==> config.mk <==
export PLATFORM = sky130hd
export DESIGN_NAME = tpi_pwm
export DESIGN_NICKNAME = d
export VERILOG_FILES = /design/src/tpi_pkg.sv /design/src/tpi_pwm.sv
export SDC_FILE = /design/constraint.sdc
export NUM_CORES = 1
export LEC_CHECK = 0
export BUFFER_PORTS_ARGS = -buffer_cell sky130_fd_sc_hd__buf_4
export CAP_MARGIN = 20
export CORE_MARGIN = 2
export CORE_UTILIZATION = 55
export CTS_CLUSTER_DIAMETER = 40
export DETAILED_ROUTE_END_ITERATION = 10
export GPL_TIMING_DRIVEN = 0
export PLACE_DENSITY = 0.71
export SYNTH_ARGS = -nofsm -noshare
export SYNTH_HDL_FRONTEND = slang
export SYNTH_SLANG_ARGS = --single-unit
==> constraint.sdc <==
create_clock -name mclk -period 28.8 [get_ports mclk]
set_input_delay 4.32 -clock mclk [delete_from_list [all_inputs] [get_ports mclk]]
set_output_delay 4.32 -clock mclk [all_outputs]
set_load 0.02 [all_outputs]
==> src/tpi_pkg.sv <==
package tpi_pkg;

    // register indices; byte address is four times the index
    localparam int         TPI_IDX_W          = 10;
    localparam int         TPI_ADDR_W         = 12;
    localparam logic [9:0] TPI_IDX_V_ALT      = 10'h302;
    localparam logic [9:0] TPI_IDX_W_ALT      = 10'h304;
    localparam logic [9:0] TPI_IDX_U_ALT      = 10'h306;
    localparam logic [9:0] TPI_IDX_BUF_FIRST  = 10'h30a;
    localparam logic [9:0] TPI_IDX_BUF_SECOND = 10'h30b;
    localparam logic [9:0] TPI_IDX_IRQ_IVAL   = 10'h30d;
    localparam logic [9:0] TPI_IDX_V_WIDTH    = 10'h348;
    localparam logic [9:0] TPI_IDX_W_WIDTH    = 10'h34a;
    localparam logic [9:0] TPI_IDX_U_WIDTH    = 10'h34e;
    localparam logic [9:0] TPI_IDX_SPECIAL    = 10'h35e;
    localparam logic [9:0] TPI_IDX_CONTROL    = 10'h310;
    localparam logic [9:0] TPI_IDX_STATUS     = 10'h312;
    localparam logic [9:0] TPI_IDX_PERIOD     = 10'h350;
    localparam logic [9:0] TPI_IDX_DEAD_TIME  = 10'h352;

    // control register fields
    localparam int TPI_CTL_MODE_LOW   = 0;
    localparam int TPI_CTL_MODE_HIGH  = 1;
    localparam int TPI_CTL_FUNC_EN    = 2;
    localparam int TPI_CTL_OUT_EN     = 3;
    localparam int TPI_CTL_PROTECT    = 4;
    localparam int TPI_CTL_DETECTED   = 5;
    localparam int TPI_CTL_SAWTOOTH   = 6;
    localparam int TPI_CTL_ACT_HIGH   = 7;
    localparam int TPI_CTL_MODE1      = 8;
    localparam int TPI_CTL_DT_CLK     = 9;
    localparam int TPI_CTL_DT_DISABLE = 10;
    localparam int TPI_CTL_RUN        = 11;
    localparam int TPI_CTL_W          = 12;
    localparam logic [11:0] TPI_CTL_RESET = 12'h000;

    // output buffers: all arms off after reset
    localparam logic [5:0]  TPI_BUF_RESET  = 6'h3f;
    localparam logic [3:0]  TPI_IVAL_RESET = 4'h1;
    localparam logic [1:0]  TPI_RESP_OKAY   = 2'h0;
    localparam logic [1:0]  TPI_RESP_SLVERR = 2'h2;

    typedef struct packed {
        logic        awvalid;
        logic [11:0] awaddr;
        logic        wvalid;
        logic [31:0] wdata;
        logic [3:0]  wstrb;
        logic        bready;
        logic        arvalid;
        logic [11:0] araddr;
        logic        rready;
    } tpi_axi_req_t;

    typedef struct packed {
        logic        awready;
        logic        wready;
        logic        bvalid;
        logic [1:0]  bresp;
        logic        arready;
        logic        rvalid;
        logic [31:0] rdata;
        logic [1:0]  rresp;
    } tpi_axi_rsp_t;

endpackage

==> src/tpi_pwm.sv <==
// Notes on behaviour
// - carrier sets period, phase timers set widths
// - phase output active level selectable high/low
// - carrier reloads periodically, phases are one-shots
// - reload sync: every underflow or odd ones
// - mode high zero: request every n-th underflow
// - mode 10b: first at 2n-1, then 2n
// - mode 11b: first at 2n-2, then 2n
// - interval counter write-only, values 1 to 15
// - phase counts n clocks, stops, level changes
// - zero width: no start, no phase interrupt
// - dead time delays entry into active level
// - mode 1 alternates alternate and primary width
// - six buffer bits, zero active one inactive
// - buffer reads return output shift registers
// - first buffer initial level, second next level
// - both arms active: detect, disable, high-z
// - low nmi pin disables outputs, raises nmi
// - dead time counts base or half clock
// - triangular two underflows, sawtooth one per cycle
`timescale 1ns/100ps
module tpi_pwm
    import tpi_pkg::*;
#(
    parameter int CNT_W = 16,
    parameter int DT_W  = 8
) (
    input  wire logic         mclk,
    input  wire logic         reset,
    input  wire tpi_axi_req_t axi_req,
    output tpi_axi_rsp_t      axi_rsp,
    input  wire logic         nmi_n,
    output logic [5:0]        gate_level,
    output logic [5:0]        gate_oe,
    output logic              carrier_irq,
    output logic [2:0]        phase_irq,
    output logic              nmi_irq
);

    if (CNT_W < 8 || CNT_W > 16 || DT_W < 1 || DT_W > 8) begin : g_bad_width
        $error("tpi_pwm: unsupported counter widths");
    end

    typedef struct packed {
        tpi_axi_rsp_t                axi;
        logic                        aw_held;
        logic [TPI_IDX_W-1:0]        aw_idx;
        logic                        w_held;
        logic [31:0]                 w_data;
        logic [3:0]                  w_strb;
        logic [TPI_CTL_W-1:0]        ctl;
        logic                        reload_sync;
        logic [3:0]                  ival;
        logic [4:0]                  ival_cnt;
        logic [CNT_W-1:0]            period;
        logic [CNT_W-1:0]            period_act;
        logic [CNT_W-1:0]            carrier_cnt;
        logic                        reload_ctl;
        logic [DT_W-1:0]             dead_time;
        logic                        dt_half;
        logic [2:0][CNT_W-1:0]       width;
        logic [2:0][CNT_W-1:0]       alt_width;
        logic [2:0][CNT_W-1:0]       phase_cnt;
        logic [2:0]                  phase_busy;
        logic [2:0]                  use_alt;
        logic [5:0]                  buf_first;
        logic [5:0]                  buf_second;
        logic                        buf_pending;
        logic [5:0]                  shift_cur;
        logic [5:0]                  shift_nxt;
        logic [5:0][DT_W-1:0]        dt_cnt;
        logic [2:0]                  nmi_sync;
        logic [5:0]                  gate;
        logic [5:0]                  oe;
        logic                        carrier_irq;
        logic [2:0]                  phase_irq;
        logic                        nmi_irq;
    } tpi_state_t;

    tpi_state_t q_reg;
    tpi_state_t q_next;

    function automatic logic [15:0] merge16(input logic [15:0] old,
                                            input logic [31:0] d,
                                            input logic [3:0]  s);
        logic [15:0] r;
        r = old;
        if (s[0]) begin
            r[7:0] = d[7:0];
        end
        if (s[1]) begin
            r[15:8] = d[15:8];
        end
        return r;
    endfunction

    function automatic logic is_mapped(input logic [TPI_IDX_W-1:0] i);
        return i == TPI_IDX_V_ALT || i == TPI_IDX_W_ALT ||
               i == TPI_IDX_U_ALT || i == TPI_IDX_BUF_FIRST ||
               i == TPI_IDX_BUF_SECOND || i == TPI_IDX_IRQ_IVAL ||
               i == TPI_IDX_V_WIDTH || i == TPI_IDX_W_WIDTH ||
               i == TPI_IDX_U_WIDTH || i == TPI_IDX_SPECIAL ||
               i == TPI_IDX_CONTROL || i == TPI_IDX_STATUS ||
               i == TPI_IDX_PERIOD || i == TPI_IDX_DEAD_TIME;
    endfunction

    // both arms of any phase at zero means both switches on
    function automatic logic shoot_through(input logic [5:0] b);
        return (b[1:0] == 2'b00) || (b[3:2] == 2'b00) ||
               (b[5:4] == 2'b00);
    endfunction

    always_comb begin
        logic                 run;
        logic                 underflow;
        logic                 rising;
        logic                 do_write;
        logic [TPI_IDX_W-1:0] ridx;
        logic [TPI_IDX_W-1:0] widx;
        logic [31:0]          wd;
        logic [3:0]           ws;
        logic [CNT_W-1:0]     sel;
        logic                 count_it;
        logic [4:0]           inc;
        logic                 dt_tick;
        logic [5:0]           want_old;
        logic [5:0]           want_new;
        logic                 nmi_low;
        logic [31:0]          rd;
        logic [15:0]          tmp;
        q_next    = q_reg;
        run       = 1'b0;
        underflow = 1'b0;
        rising    = 1'b0;
        do_write  = 1'b0;
        ridx      = axi_req.araddr[TPI_ADDR_W-1:2];
        widx      = q_reg.aw_idx;
        wd        = q_reg.w_data;
        ws        = q_reg.w_strb;
        sel       = '0;
        count_it  = 1'b0;
        inc       = '0;
        dt_tick   = 1'b0;
        want_old  = ~q_reg.shift_cur;
        want_new  = '0;
        nmi_low   = ~q_reg.nmi_sync[1];
        rd        = '0;
        tmp       = '0;

        q_next.carrier_irq = 1'b0;
        q_next.phase_irq   = 3'h0;

        // pin synchroniser; the second stage feeds logic, the third only the nmi edge detect
        q_next.nmi_sync = {q_reg.nmi_sync[1], q_reg.nmi_sync[0], nmi_n};
        q_next.nmi_irq  = q_reg.nmi_sync[2] & ~q_reg.nmi_sync[1];

        // bus write channels: address and data taken in either order
        if (axi_req.awvalid && q_reg.axi.awready) begin
            q_next.aw_held = 1'b1;
            q_next.aw_idx  = axi_req.awaddr[TPI_ADDR_W-1:2];
        end
        if (axi_req.wvalid && q_reg.axi.wready) begin
            q_next.w_held = 1'b1;
            q_next.w_data = axi_req.wdata;
            q_next.w_strb = axi_req.wstrb;
        end
        if (q_reg.axi.bvalid && axi_req.bready) begin
            q_next.axi.bvalid = 1'b0;
        end
        if (q_reg.aw_held && q_reg.w_held && !q_reg.axi.bvalid) begin
            do_write          = 1'b1;
            q_next.aw_held    = 1'b0;
            q_next.w_held     = 1'b0;
            q_next.axi.bvalid = 1'b1;
            q_next.axi.bresp  = is_mapped(widx) ? TPI_RESP_OKAY
                                                : TPI_RESP_SLVERR;
        end

        // carrier timer
        run = q_reg.ctl[TPI_CTL_FUNC_EN] & q_reg.ctl[TPI_CTL_RUN];
        if (!run) begin
            q_next.carrier_cnt = q_reg.period;
            q_next.period_act  = q_reg.period;
            q_next.reload_ctl  = 1'b0;
            q_next.use_alt     = 3'h7;
            q_next.ival_cnt    = {4'h0, q_reg.ctl[TPI_CTL_MODE_HIGH] &
                                        q_reg.ctl[TPI_CTL_MODE_LOW]};
        end else if (q_reg.carrier_cnt == '0) begin
            underflow         = 1'b1;
            // reload control toggles each underflow: odd ones are rising
            q_next.reload_ctl = ~q_reg.reload_ctl;
            rising            = ~q_reg.reload_ctl;
            if (!q_reg.reload_sync || rising) begin
                q_next.period_act  = q_reg.period;
                q_next.carrier_cnt = q_reg.period;
            end else begin
                q_next.carrier_cnt = q_reg.period_act;
            end
        end else begin
            q_next.carrier_cnt = q_reg.carrier_cnt - 1'b1;
        end

        // interrupt thinning
        if (underflow) begin
            if (!q_reg.ctl[TPI_CTL_MODE_HIGH]) begin
                count_it = 1'b1;
            end else if (!q_reg.ctl[TPI_CTL_MODE_LOW]) begin
                count_it = rising;
            end else begin
                count_it = ~rising;
            end
        end
        if (count_it) begin
            inc = q_reg.ival_cnt + 5'h01;
            if (inc >= {1'b0, q_reg.ival}) begin
                q_next.carrier_irq = 1'b1;
                q_next.ival_cnt    = '0;
            end else begin
                q_next.ival_cnt = inc;
            end
        end

        // phase one-shots
        for (int p = 0; p < 3; p++) begin
            if (q_reg.phase_busy[p]) begin
                if (q_reg.phase_cnt[p] == {{(CNT_W-1){1'b0}}, 1'b1}) begin
                    // end of pulse: next level from the second buffer
                    q_next.phase_busy[p] = 1'b0;
                    q_next.phase_irq[p]  = 1'b1;
                    q_next.shift_cur[2*p +: 2] = q_reg.shift_nxt[2*p +: 2];
                end else begin
                    q_next.phase_cnt[p] = q_reg.phase_cnt[p] - 1'b1;
                end
            end
            if (underflow) begin
                if (q_reg.ctl[TPI_CTL_MODE1]) begin
                    sel = q_reg.use_alt[p] ? q_reg.alt_width[p]
                                           : q_reg.width[p];
                    q_next.use_alt[p] = ~q_reg.use_alt[p];
                end else begin
                    sel = q_reg.width[p];
                end
                // every phase whose selected width (alternate or primary in mode 1) is nonzero starts on the carrier underflow
                if (sel != '0) begin
                    q_next.phase_cnt[p]  = sel;
                    q_next.phase_busy[p] = 1'b1;
                end
            end
        end

        // transfer trigger; sawtooth reloads every carrier cycle
        if (underflow && (q_reg.buf_pending ||
                          q_reg.ctl[TPI_CTL_SAWTOOTH])) begin
            q_next.shift_cur   = q_reg.buf_first;
            q_next.shift_nxt   = q_reg.buf_second;
            q_next.buf_pending = 1'b0;
        end

        // register writes
        if (do_write) begin
            if (widx == TPI_IDX_V_ALT) begin
                q_next.alt_width[1] = CNT_W'(merge16(16'(q_reg.alt_width[1]),
                                                     wd, ws));
            end else if (widx == TPI_IDX_W_ALT) begin
                q_next.alt_width[2] = CNT_W'(merge16(16'(q_reg.alt_width[2]),
                                                     wd, ws));
            end else if (widx == TPI_IDX_U_ALT) begin
                q_next.alt_width[0] = CNT_W'(merge16(16'(q_reg.alt_width[0]),
                                                     wd, ws));
            end else if (widx == TPI_IDX_V_WIDTH) begin
                q_next.width[1] = CNT_W'(merge16(16'(q_reg.width[1]), wd, ws));
            end else if (widx == TPI_IDX_W_WIDTH) begin
                q_next.width[2] = CNT_W'(merge16(16'(q_reg.width[2]), wd, ws));
            end else if (widx == TPI_IDX_U_WIDTH) begin
                q_next.width[0] = CNT_W'(merge16(16'(q_reg.width[0]), wd, ws));
            end else if (widx == TPI_IDX_PERIOD) begin
                q_next.period = CNT_W'(merge16(16'(q_reg.period), wd, ws));
            end else if ((widx == TPI_IDX_BUF_FIRST ||
                          widx == TPI_IDX_BUF_SECOND) && ws[0]) begin
                if (widx == TPI_IDX_BUF_FIRST) begin
                    q_next.buf_first = wd[5:0];
                end else begin
                    q_next.buf_second = wd[5:0];
                end
                q_next.buf_pending = 1'b1;
            end else if (widx == TPI_IDX_IRQ_IVAL && ws[0]) begin
                // zero is outside the legal range and is ignored
                if (wd[3:0] != 4'h0) begin
                    q_next.ival     = wd[3:0];
                    q_next.ival_cnt = '0;
                end
            end else if (widx == TPI_IDX_SPECIAL && ws[0]) begin
                q_next.reload_sync = wd[0];
            end else if (widx == TPI_IDX_DEAD_TIME && ws[0]) begin
                q_next.dead_time = wd[DT_W-1:0];
            end else if (widx == TPI_IDX_CONTROL) begin
                tmp = merge16({4'h0, q_reg.ctl}, wd, ws);
                q_next.ctl = tmp[TPI_CTL_W-1:0];
                // detect flag is only cleared by software, never set
                q_next.ctl[TPI_CTL_DETECTED] = q_reg.ctl[TPI_CTL_DETECTED] &
                                               tmp[TPI_CTL_DETECTED];
            end
        end

        // protection: hardware disable wins over a software enable
        if (q_next.ctl[TPI_CTL_PROTECT] &&
            (shoot_through(q_next.buf_first) ||
             shoot_through(q_next.buf_second))) begin
            q_next.ctl[TPI_CTL_DETECTED] = 1'b1;
            q_next.ctl[TPI_CTL_OUT_EN]   = 1'b0;
        end
        if (nmi_low) begin
            q_next.ctl[TPI_CTL_OUT_EN] = 1'b0;
        end

        // dead time: half-rate tick alternates on a divider bit
        q_next.dt_half = ~q_reg.dt_half;
        dt_tick = ~q_reg.ctl[TPI_CTL_DT_CLK] | q_reg.dt_half;
        want_new = ~q_next.shift_cur;
        for (int b = 0; b < 6; b++) begin
            if (want_new[b] && !want_old[b]) begin
                q_next.dt_cnt[b] = q_reg.dead_time;
            end else if (!want_new[b]) begin
                q_next.dt_cnt[b] = '0;
            end else if (dt_tick && q_reg.dt_cnt[b] != '0) begin
                q_next.dt_cnt[b] = q_reg.dt_cnt[b] - 1'b1;
            end
            // active once the dead-time counter has run out, or at once when dead time is disabled
            q_next.gate[b] = (want_old[b] &&
                              (q_reg.ctl[TPI_CTL_DT_DISABLE] ||
                               q_reg.dt_cnt[b] == '0)) ==
                             q_reg.ctl[TPI_CTL_ACT_HIGH];
        end
        q_next.oe = {6{q_reg.ctl[TPI_CTL_FUNC_EN] &
                       q_reg.ctl[TPI_CTL_OUT_EN] & ~nmi_low}};

        // read channel
        if (q_reg.axi.rvalid && axi_req.rready) begin
            q_next.axi.rvalid = 1'b0;
        end
        if (axi_req.arvalid && q_reg.axi.arready) begin
            if (ridx == TPI_IDX_BUF_FIRST) begin
                rd = {26'h0, q_reg.shift_cur};
            end else if (ridx == TPI_IDX_BUF_SECOND) begin
                rd = {26'h0, q_reg.shift_nxt};
            end else if (ridx == TPI_IDX_SPECIAL) begin
                rd = {31'h0, q_reg.reload_sync};
            end else if (ridx == TPI_IDX_CONTROL) begin
                rd = {20'h0, q_reg.ctl};
            end else if (ridx == TPI_IDX_STATUS) begin
                rd = {26'h0, nmi_low, q_reg.phase_busy,
                      q_reg.reload_ctl, run};
            end else if (ridx == TPI_IDX_PERIOD) begin
                rd = 32'(q_reg.period);
            end else if (ridx == TPI_IDX_DEAD_TIME) begin
                rd = 32'(q_reg.dead_time);
            end
            q_next.axi.rvalid = 1'b1;
            q_next.axi.rdata  = rd;
            q_next.axi.rresp  = is_mapped(ridx) ? TPI_RESP_OKAY
                                                : TPI_RESP_SLVERR;
        end
        q_next.axi.awready = ~q_next.aw_held;
        q_next.axi.wready  = ~q_next.w_held;
        q_next.axi.arready = ~q_next.axi.rvalid;
    end

    always_ff @(posedge mclk or posedge reset) begin
        if (reset) begin
            q_reg             <= '0;
            q_reg.axi.awready <= 1'b1;
            q_reg.axi.wready  <= 1'b1;
            q_reg.axi.arready <= 1'b1;
            q_reg.ctl         <= TPI_CTL_RESET;
            q_reg.ival        <= TPI_IVAL_RESET;
            q_reg.use_alt     <= 3'h7;
            q_reg.buf_first   <= TPI_BUF_RESET;
            q_reg.buf_second  <= TPI_BUF_RESET;
            q_reg.shift_cur   <= TPI_BUF_RESET;
            q_reg.shift_nxt   <= TPI_BUF_RESET;
            q_reg.nmi_sync    <= 3'h7;
        end else begin
            q_reg <= q_next;
        end
    end

    assign axi_rsp     = q_reg.axi;
    assign gate_level  = q_reg.gate;
    assign gate_oe     = q_reg.oe;
    assign carrier_irq = q_reg.carrier_irq;
    assign phase_irq   = q_reg.phase_irq;
    assign nmi_irq     = q_reg.nmi_irq;

endmodule

==> flow_metrics.tcl, run 1 <==
set metrics [dict create \
    outcome "finished, final reports clean" \
    startpoint_type "input pin" \
    fin_tns_setup_ps 0 \
    globalRoute.totalOverflow 0 \
    routabilityCongestion 0.910 \
    synth_top_area_share_pct 43.5 \
    boundaryPins 126 \
    syn-cell-area_mm2 0.0194 \
    clk_latency_ps 600 \
    post-cts-setup-buffers 0 \
    drc_errors 0 \
    cap_violations 0 \
    drt-total-wl_um 49800 \
    via_per_inst 5.98 \
    path_delay_family "buffers and inverters" \
    netlist_instances 1739 \
    rr_startpoint "q_reg[365]$_DFFE_PP0P_" \
    grt.busiest_layer "met2" \
    cp_slowest_stage_delay_ps 620 \
    power.total_mw 1.70 \
    grt_first_pass_wirelength_um 78700 \
    tightest_slew_ps 1070 \
    clock-sinks 371 \
    period_share_pct 20.5 \
    postCtsHoldBufs 0 \
    drive_gt1_share_pct 27.9 \
    synthTopCellsByArea "dfrtp_1 43%, mux2_2 11%, mux2i_1 6.2%" \
    worst_path_max_delay_cell "buf_1" \
    layout.nets 1988 \
    dpl.cell_count 2297 \
    r2r.worst_path.cells 6 \
    p_leak_nw 10.5 \
    setup_viol 0 \
    antenna_found_initial 0 \
    ys_warn_count 0 \
    cp.depth 6 \
    register_area_mm2 0.00933 \
    fmax_mhz 170 \
    globalRouteMet2Util_pct 45.1 \
    die_h_um 192 \
    routedWlPerCell_um 20.8 \
    critical_path.endpoint_type "flip-flop" \
    syn_area_per_cell_um2 11.2 \
    maxSlewViolCount 0 \
    grt.met3_usage_pct 4.13 \
    synth-edff-count 0 \
    synthFlopType "dfrtp_1" \
    num_rows 68 \
    n_fill_cell 2680 \
    die_area_mm2 0.0368 \
    die_w_um 192 \
    yosys_register_bits 371 \
    hold_violations 0 \
    cp_max_fo 10 \
    ctsLongestPathBuffers 3 \
    fp.coreArea_mm2 0.0346 \
    relSlewSlack_pct 26.8 \
    synth.most_common_cell "dfrtp_1" \
    cts_tree "yes" \
    ys_types 87 \
    endpoint "axi_rsp[8]$_DFFE_PP0P_" \
    arrival_ps 6360 \
    required_ps 29270 \
    largest_register_ffs 334 \
    root_buffer "clkbuf_16" \
    ys_seq_area_share_pct 48.1 \
    areaGrowthSynthToFinish_pct 15.9 \
    synth_common_cells "337 x dfrtp_1, 196 x mux2_2, 120 x mux2i_1" \
    grt_util_all_layers_pct 27.7 \
    synthArstFlopShare_pct 100 \
    crit_path_start "axi_req[9]" \
    grt_max_degree 137 \
    grt_setup_unrepaired "no" \
    dp_hpwl_um 34500 \
    fin_crit_ps 5890 \
    hold_path_class "flip-flop to flip-flop" \
    path_cells "buf_4, buf_1, buf_1, mux2i_1, o21ai_0, a32o_1" \
    finClkSkew_ps 30.0 \
    initial_core_util_pct 56.0 \
    crit_buf_inv 3 \
    critPathKind "input pin to flip-flop" \
    yosys.area.top_type "dfrtp_1" \
    grt_pass1_vias 14200 \
    htreeDepth 2 \
    cellPowerDensity_mw_per_mm2 75.8 \
    final_cells 2394 \
    first_iter_violations 1092 \
    ir_drop_v 0.0000818 \
    drt_pass1_iterations 6 \
    multi_input_area_mm2 0.00913 \
    ctsResizeCount 0 \
    port-buffer-count 83 \
    numCtsBuffers 51 \
    crit_top_cell "buf_1" \
    reg2reg_slack_ps 25550 \
    clk_pin_slew_ps 50 \
    antenna_left 0 \
    num_vias 14300 \
    crit-reg2reg-capture "q_reg[189]$_DFFE_PP0P_" \
    use_met1_pct 37.7 \
]
how the worst min path moves through the flow:
stage                                 endpoint  slack, ps  cells after the start                  from
after global routing      q_next[19]$_DFF_PP1_        360                      0  q_next[18]$_DFF_PP1_
after floorplan           q_next[19]$_DFF_PP1_        350                      0  q_next[18]$_DFF_PP1_
after global placement    q_next[19]$_DFF_PP1_        350                      0  q_next[18]$_DFF_PP1_
after detailed placement  q_next[19]$_DFF_PP1_        350                      0  q_next[18]$_DFF_PP1_
final                     q_next[19]$_DFF_PP1_        350                      0  q_next[18]$_DFF_PP1_
after CTS                 q_next[19]$_DFF_PP1_        350                      0  q_next[18]$_DFF_PP1_
cells by family after synthesis:
| family | after synthesis | share of synthesized area, % |
|---|---|---|
| multiplexers | 321 | 18.1 |
| other | 1 | 0.0193 |
| flip-flops | 371 | 48.1 |
| buffers and inverters | 189 | 5.21 |
| XOR/XNOR | 67 | 3.02 |
| AO/OA/AOI/OAI | 248 | 9.07 |
| AND/OR/NAND/NOR | 517 | 14.9 |
| adder cells (fa/ha/maj) | 25 | 1.61 |
area by class of cell:
cell class | instances | area share, %
diodes | 1 | 0.0111
inverters | 54 | 0.935
clock buffers | 59 | 6.08
plain buffers | 135 | 3.59
repair buffers | 86 | 3.05
well taps | 455 | 2.53
flip-flops and latches | 371 | 41.5
clock inverters | 37 | 1.70
multi-input cells | 1196 | 40.6
stage by stage:
| step | worst slack [ps] | instance area [um2] | util [%] | hold WS, ps |
|---|---|---|---|---|
| 6_report | 22910 | 22500 | 64.9 | 353 |
| 3_5_place_dp | 22400 | 20700 | 59.9 | 347 |
| 2_1_floorplan | 14230 | 19500 | - | 345 |
| 4_1_cts | 23020 | 22500 | 64.9 | 354 |
| 5_1_grt | 22870 | 22500 | 64.9 | 361 |
| 3_3_place_gp | 10330 | 20700 | 59.7 | 348 |
cells in the final DEF (no fill, tap or decap), types with 10 or more instances in the layout:
cell       count
nor2b_1       19
nor3_1        51
nor2_1        86
nand3_1       44
xor2_1        35
a211oi_1      13
clkbuf_16     51
o31a_1        12
nand4_1       28
or4_1         11
buf_4        141
or3_1         13
conb_1        18
nand2b_1      13
o21ai_0       50
clkinv_4      10
mux2_2       196
or2_2         13
dfstp_2       34
inv_1         51
a22oi_1       33
and2_1        13
ha_1          25
nand2_1      110
xnor2_1       32
clkbuf_1      55
dfrtp_1      337
nor4_1        50
buf_1         11
a221oi_1      13
a21oi_1       41
mux2i_1      120
power breakdown:
part | total [mW] | switching [mW] | internal (mW) | leakage [nW]
registers | 0.683 | 0.0873 | 0.595 | 4.86
clock network | 0.638 | 0.256 | 0.382 | 0.840
logic | 0.383 | 0.217 | 0.166 | 4.79
layer usage:
metal,wire length (um),share of wire (%)
met5,0,0
met4,1600,3.2
met3,2820,5.7
met2,23700,48
met1,21700,44
Note: power is estimated with default switching activity, not from simulation.
==> run 2, diff against run 1 <==
--- a/config.mk
+++ b/config.mk
@@ -12,7 +12,7 @@
 export CTS_CLUSTER_DIAMETER = 40
 export DETAILED_ROUTE_END_ITERATION = 10
 export GPL_TIMING_DRIVEN = 0
-export PLACE_DENSITY = 0.71
+export PLACE_DENSITY = 0.74
 export SYNTH_ARGS = -nofsm -noshare
 export SYNTH_HDL_FRONTEND = slang
 export SYNTH_SLANG_ARGS = --single-unit
==> constraint.sdc (replaced) <==
create_clock -name mclk -period 5.1 [get_ports mclk]
set_input_delay 0.765 -clock mclk [delete_from_list [all_inputs] [get_ports mclk]]
set_output_delay 0.765 -clock mclk [all_outputs]
set_load 0.02 [all_outputs]
==> flow_metrics.tcl, run 2 (same netlist as run 1, synthesis figures left out) <==
set metrics [dict create \
    outcome "finished, final reports clean" \
    die_h_um 192 \
    drc_errors 0 \
    routedWlPerCell_um 21.1 \
    tightest_slew_ps 1090 \
    largest_register_ffs 334 \
    via_per_inst 6.04 \
    boundaryPins 126 \
    crit-reg2reg-capture "q_reg[189]$_DFFE_PP0P_" \
    arrival_ps 3730 \
    ir_drop_v 0.000451 \
    cp_max_fo 9 \
    fin_crit_ps 3240 \
    antenna_left 0 \
    rr_startpoint "q_reg[365]$_DFFE_PP0P_" \
    num_vias 14500 \
    r2r.worst_path.cells 6 \
    die_w_um 192 \
    clk_latency_ps 610 \
    routabilityCongestion 0.908 \
    grt_max_degree 46 \
    pre_cts_ws_ps 1920 \
    areaGrowthSynthToFinish_pct 17.6 \
    relSlewSlack_pct 26.6 \
    crit_path_start "q_reg[365]$_DFFE_PP0P_" \
    fp.coreArea_mm2 0.0346 \
    critical_path.endpoint_type "flip-flop" \
    drive_gt1_share_pct 28.1 \
    reg2reg_slack_ps 1860 \
    cellPowerDensity_mw_per_mm2 442 \
    htreeDepth 2 \
    required_ps 5590 \
    grt_util_all_layers_pct 28.4 \
    cts_tree "yes" \
    clock-sinks 371 \
    setup_viol 0 \
    initial_core_util_pct 56.0 \
    num_rows 68 \
    mostFrequentLayoutCells "337 x dfrtp_1, 196 x mux2_2, 141 x buf_4, 120 x mux2i_1, 110 x nand2_1" \
    post_dp_cell_area_mm2 0.0208 \
    cap_violations 0 \
    fmax_mhz 309 \
    postCtsHoldBufs 0 \
    root_buffer "clkbuf_16" \
    ctsResizeCount 0 \
    antenna_found_initial 0 \
    diodes 0 \
    n_fill_cell 2660 \
    maxSlewViolCount 0 \
    ctsLongestPathBuffers 3 \
    finClkSkew_ps 23.2 \
    drt-total-wl_um 50700 \
    grt_setup_unrepaired "no" \
    grt_first_pass_wirelength_um 80900 \
    dp_hpwl_um 35500 \
    clk_pin_slew_ps 60 \
    startpoint_type "flip-flop" \
    grt_pass1_vias 14800 \
    multi_input_area_mm2 0.00913 \
    first_iter_violations 1192 \
    hold_violations 0 \
    numCtsBuffers 54 \
    setup_slack_ps 1860 \
    port-buffer-count 83 \
    final_common_cell "dfrtp_1" \
    globalRoute.totalOverflow 0 \
    post-cts-setup-buffers 0 \
    period_share_pct 63.5 \
    hold_path_class "input pin to asynchronous set/reset pin" \
    final_core_util_pct 65.9 \
    post-route-cell-area_mm2 0.0228 \
    p_leak_nw 10.6 \
    layout.nets 1998 \
    drt_pass1_iterations 6 \
    critPathKind "flip-flop to flip-flop" \
    die_area_mm2 0.0368 \
    register_area_mm2 0.00933 \
]
[run 2: how the worst max path moves through the flow]
stage	endpoint	slack, ps	cells past startpoint
3_3_place_gp	q_reg[206]$_DFFE_PP0P_	-2660	2
2_1_floorplan	axi_rsp[10]$_DFFE_PP0P_	-620	1
3_5_place_dp	q_reg[55]$_DFFE_PP0P_	1920	7
6_report	q_reg[189]$_DFFE_PP0P_	1860	6
5_1_grt	q_reg[189]$_DFFE_PP0P_	1680	6
4_1_cts	q_reg[58]$_DFFE_PP0P_	1840	7
[run 2: critical path, stage by stage (launching register included)]
cell and delay, ps:
dfrtp_1 370, nor4bb_1 610, buf_2 330, nand2b_1 170
nor4b_1 680, nand4_1 530, mux2_2 440
[run 2: metrics by stage]
step / cells / setup TNS, ps / hold WS [ps] / total power, mW
finish: 2406 / 0 / 153 / 10.1
global route: 2406 / 0 / 173 / 10.5
CTS: 2405 / 0 / 149 / 10.1
detailed placement: 2303 / 0 / 347 / 6.05
global placement: 2294 / -906210 / 348 / 5.94
floorplan: 1756 / -208060 / 345 / 5.33
[run 2: report_power, final]
group          leakage (nW)  switching, mW  internal, mW
clock                 0.946           1.45          2.58
sequential             4.86          0.492          3.36
combinational          4.84           1.26         0.948
[run 2: area by class of cell]
cell class	count	share of cell area (%)
clock inverters	38	2.41
inverters	54	0.905
well taps	455	2.49
plain buffers	135	3.54
clock buffers	64	6.22
flip-flops and latches	371	40.9
repair buffers	93	3.55
multi-input cells	1196	40.0
[run 2: metal layers]
layer  track usage, %  routed length, um
met3             4.13               2960
met5                0                  0
met2             46.4              24500
met4             11.7               1730
met1             38.1              21600
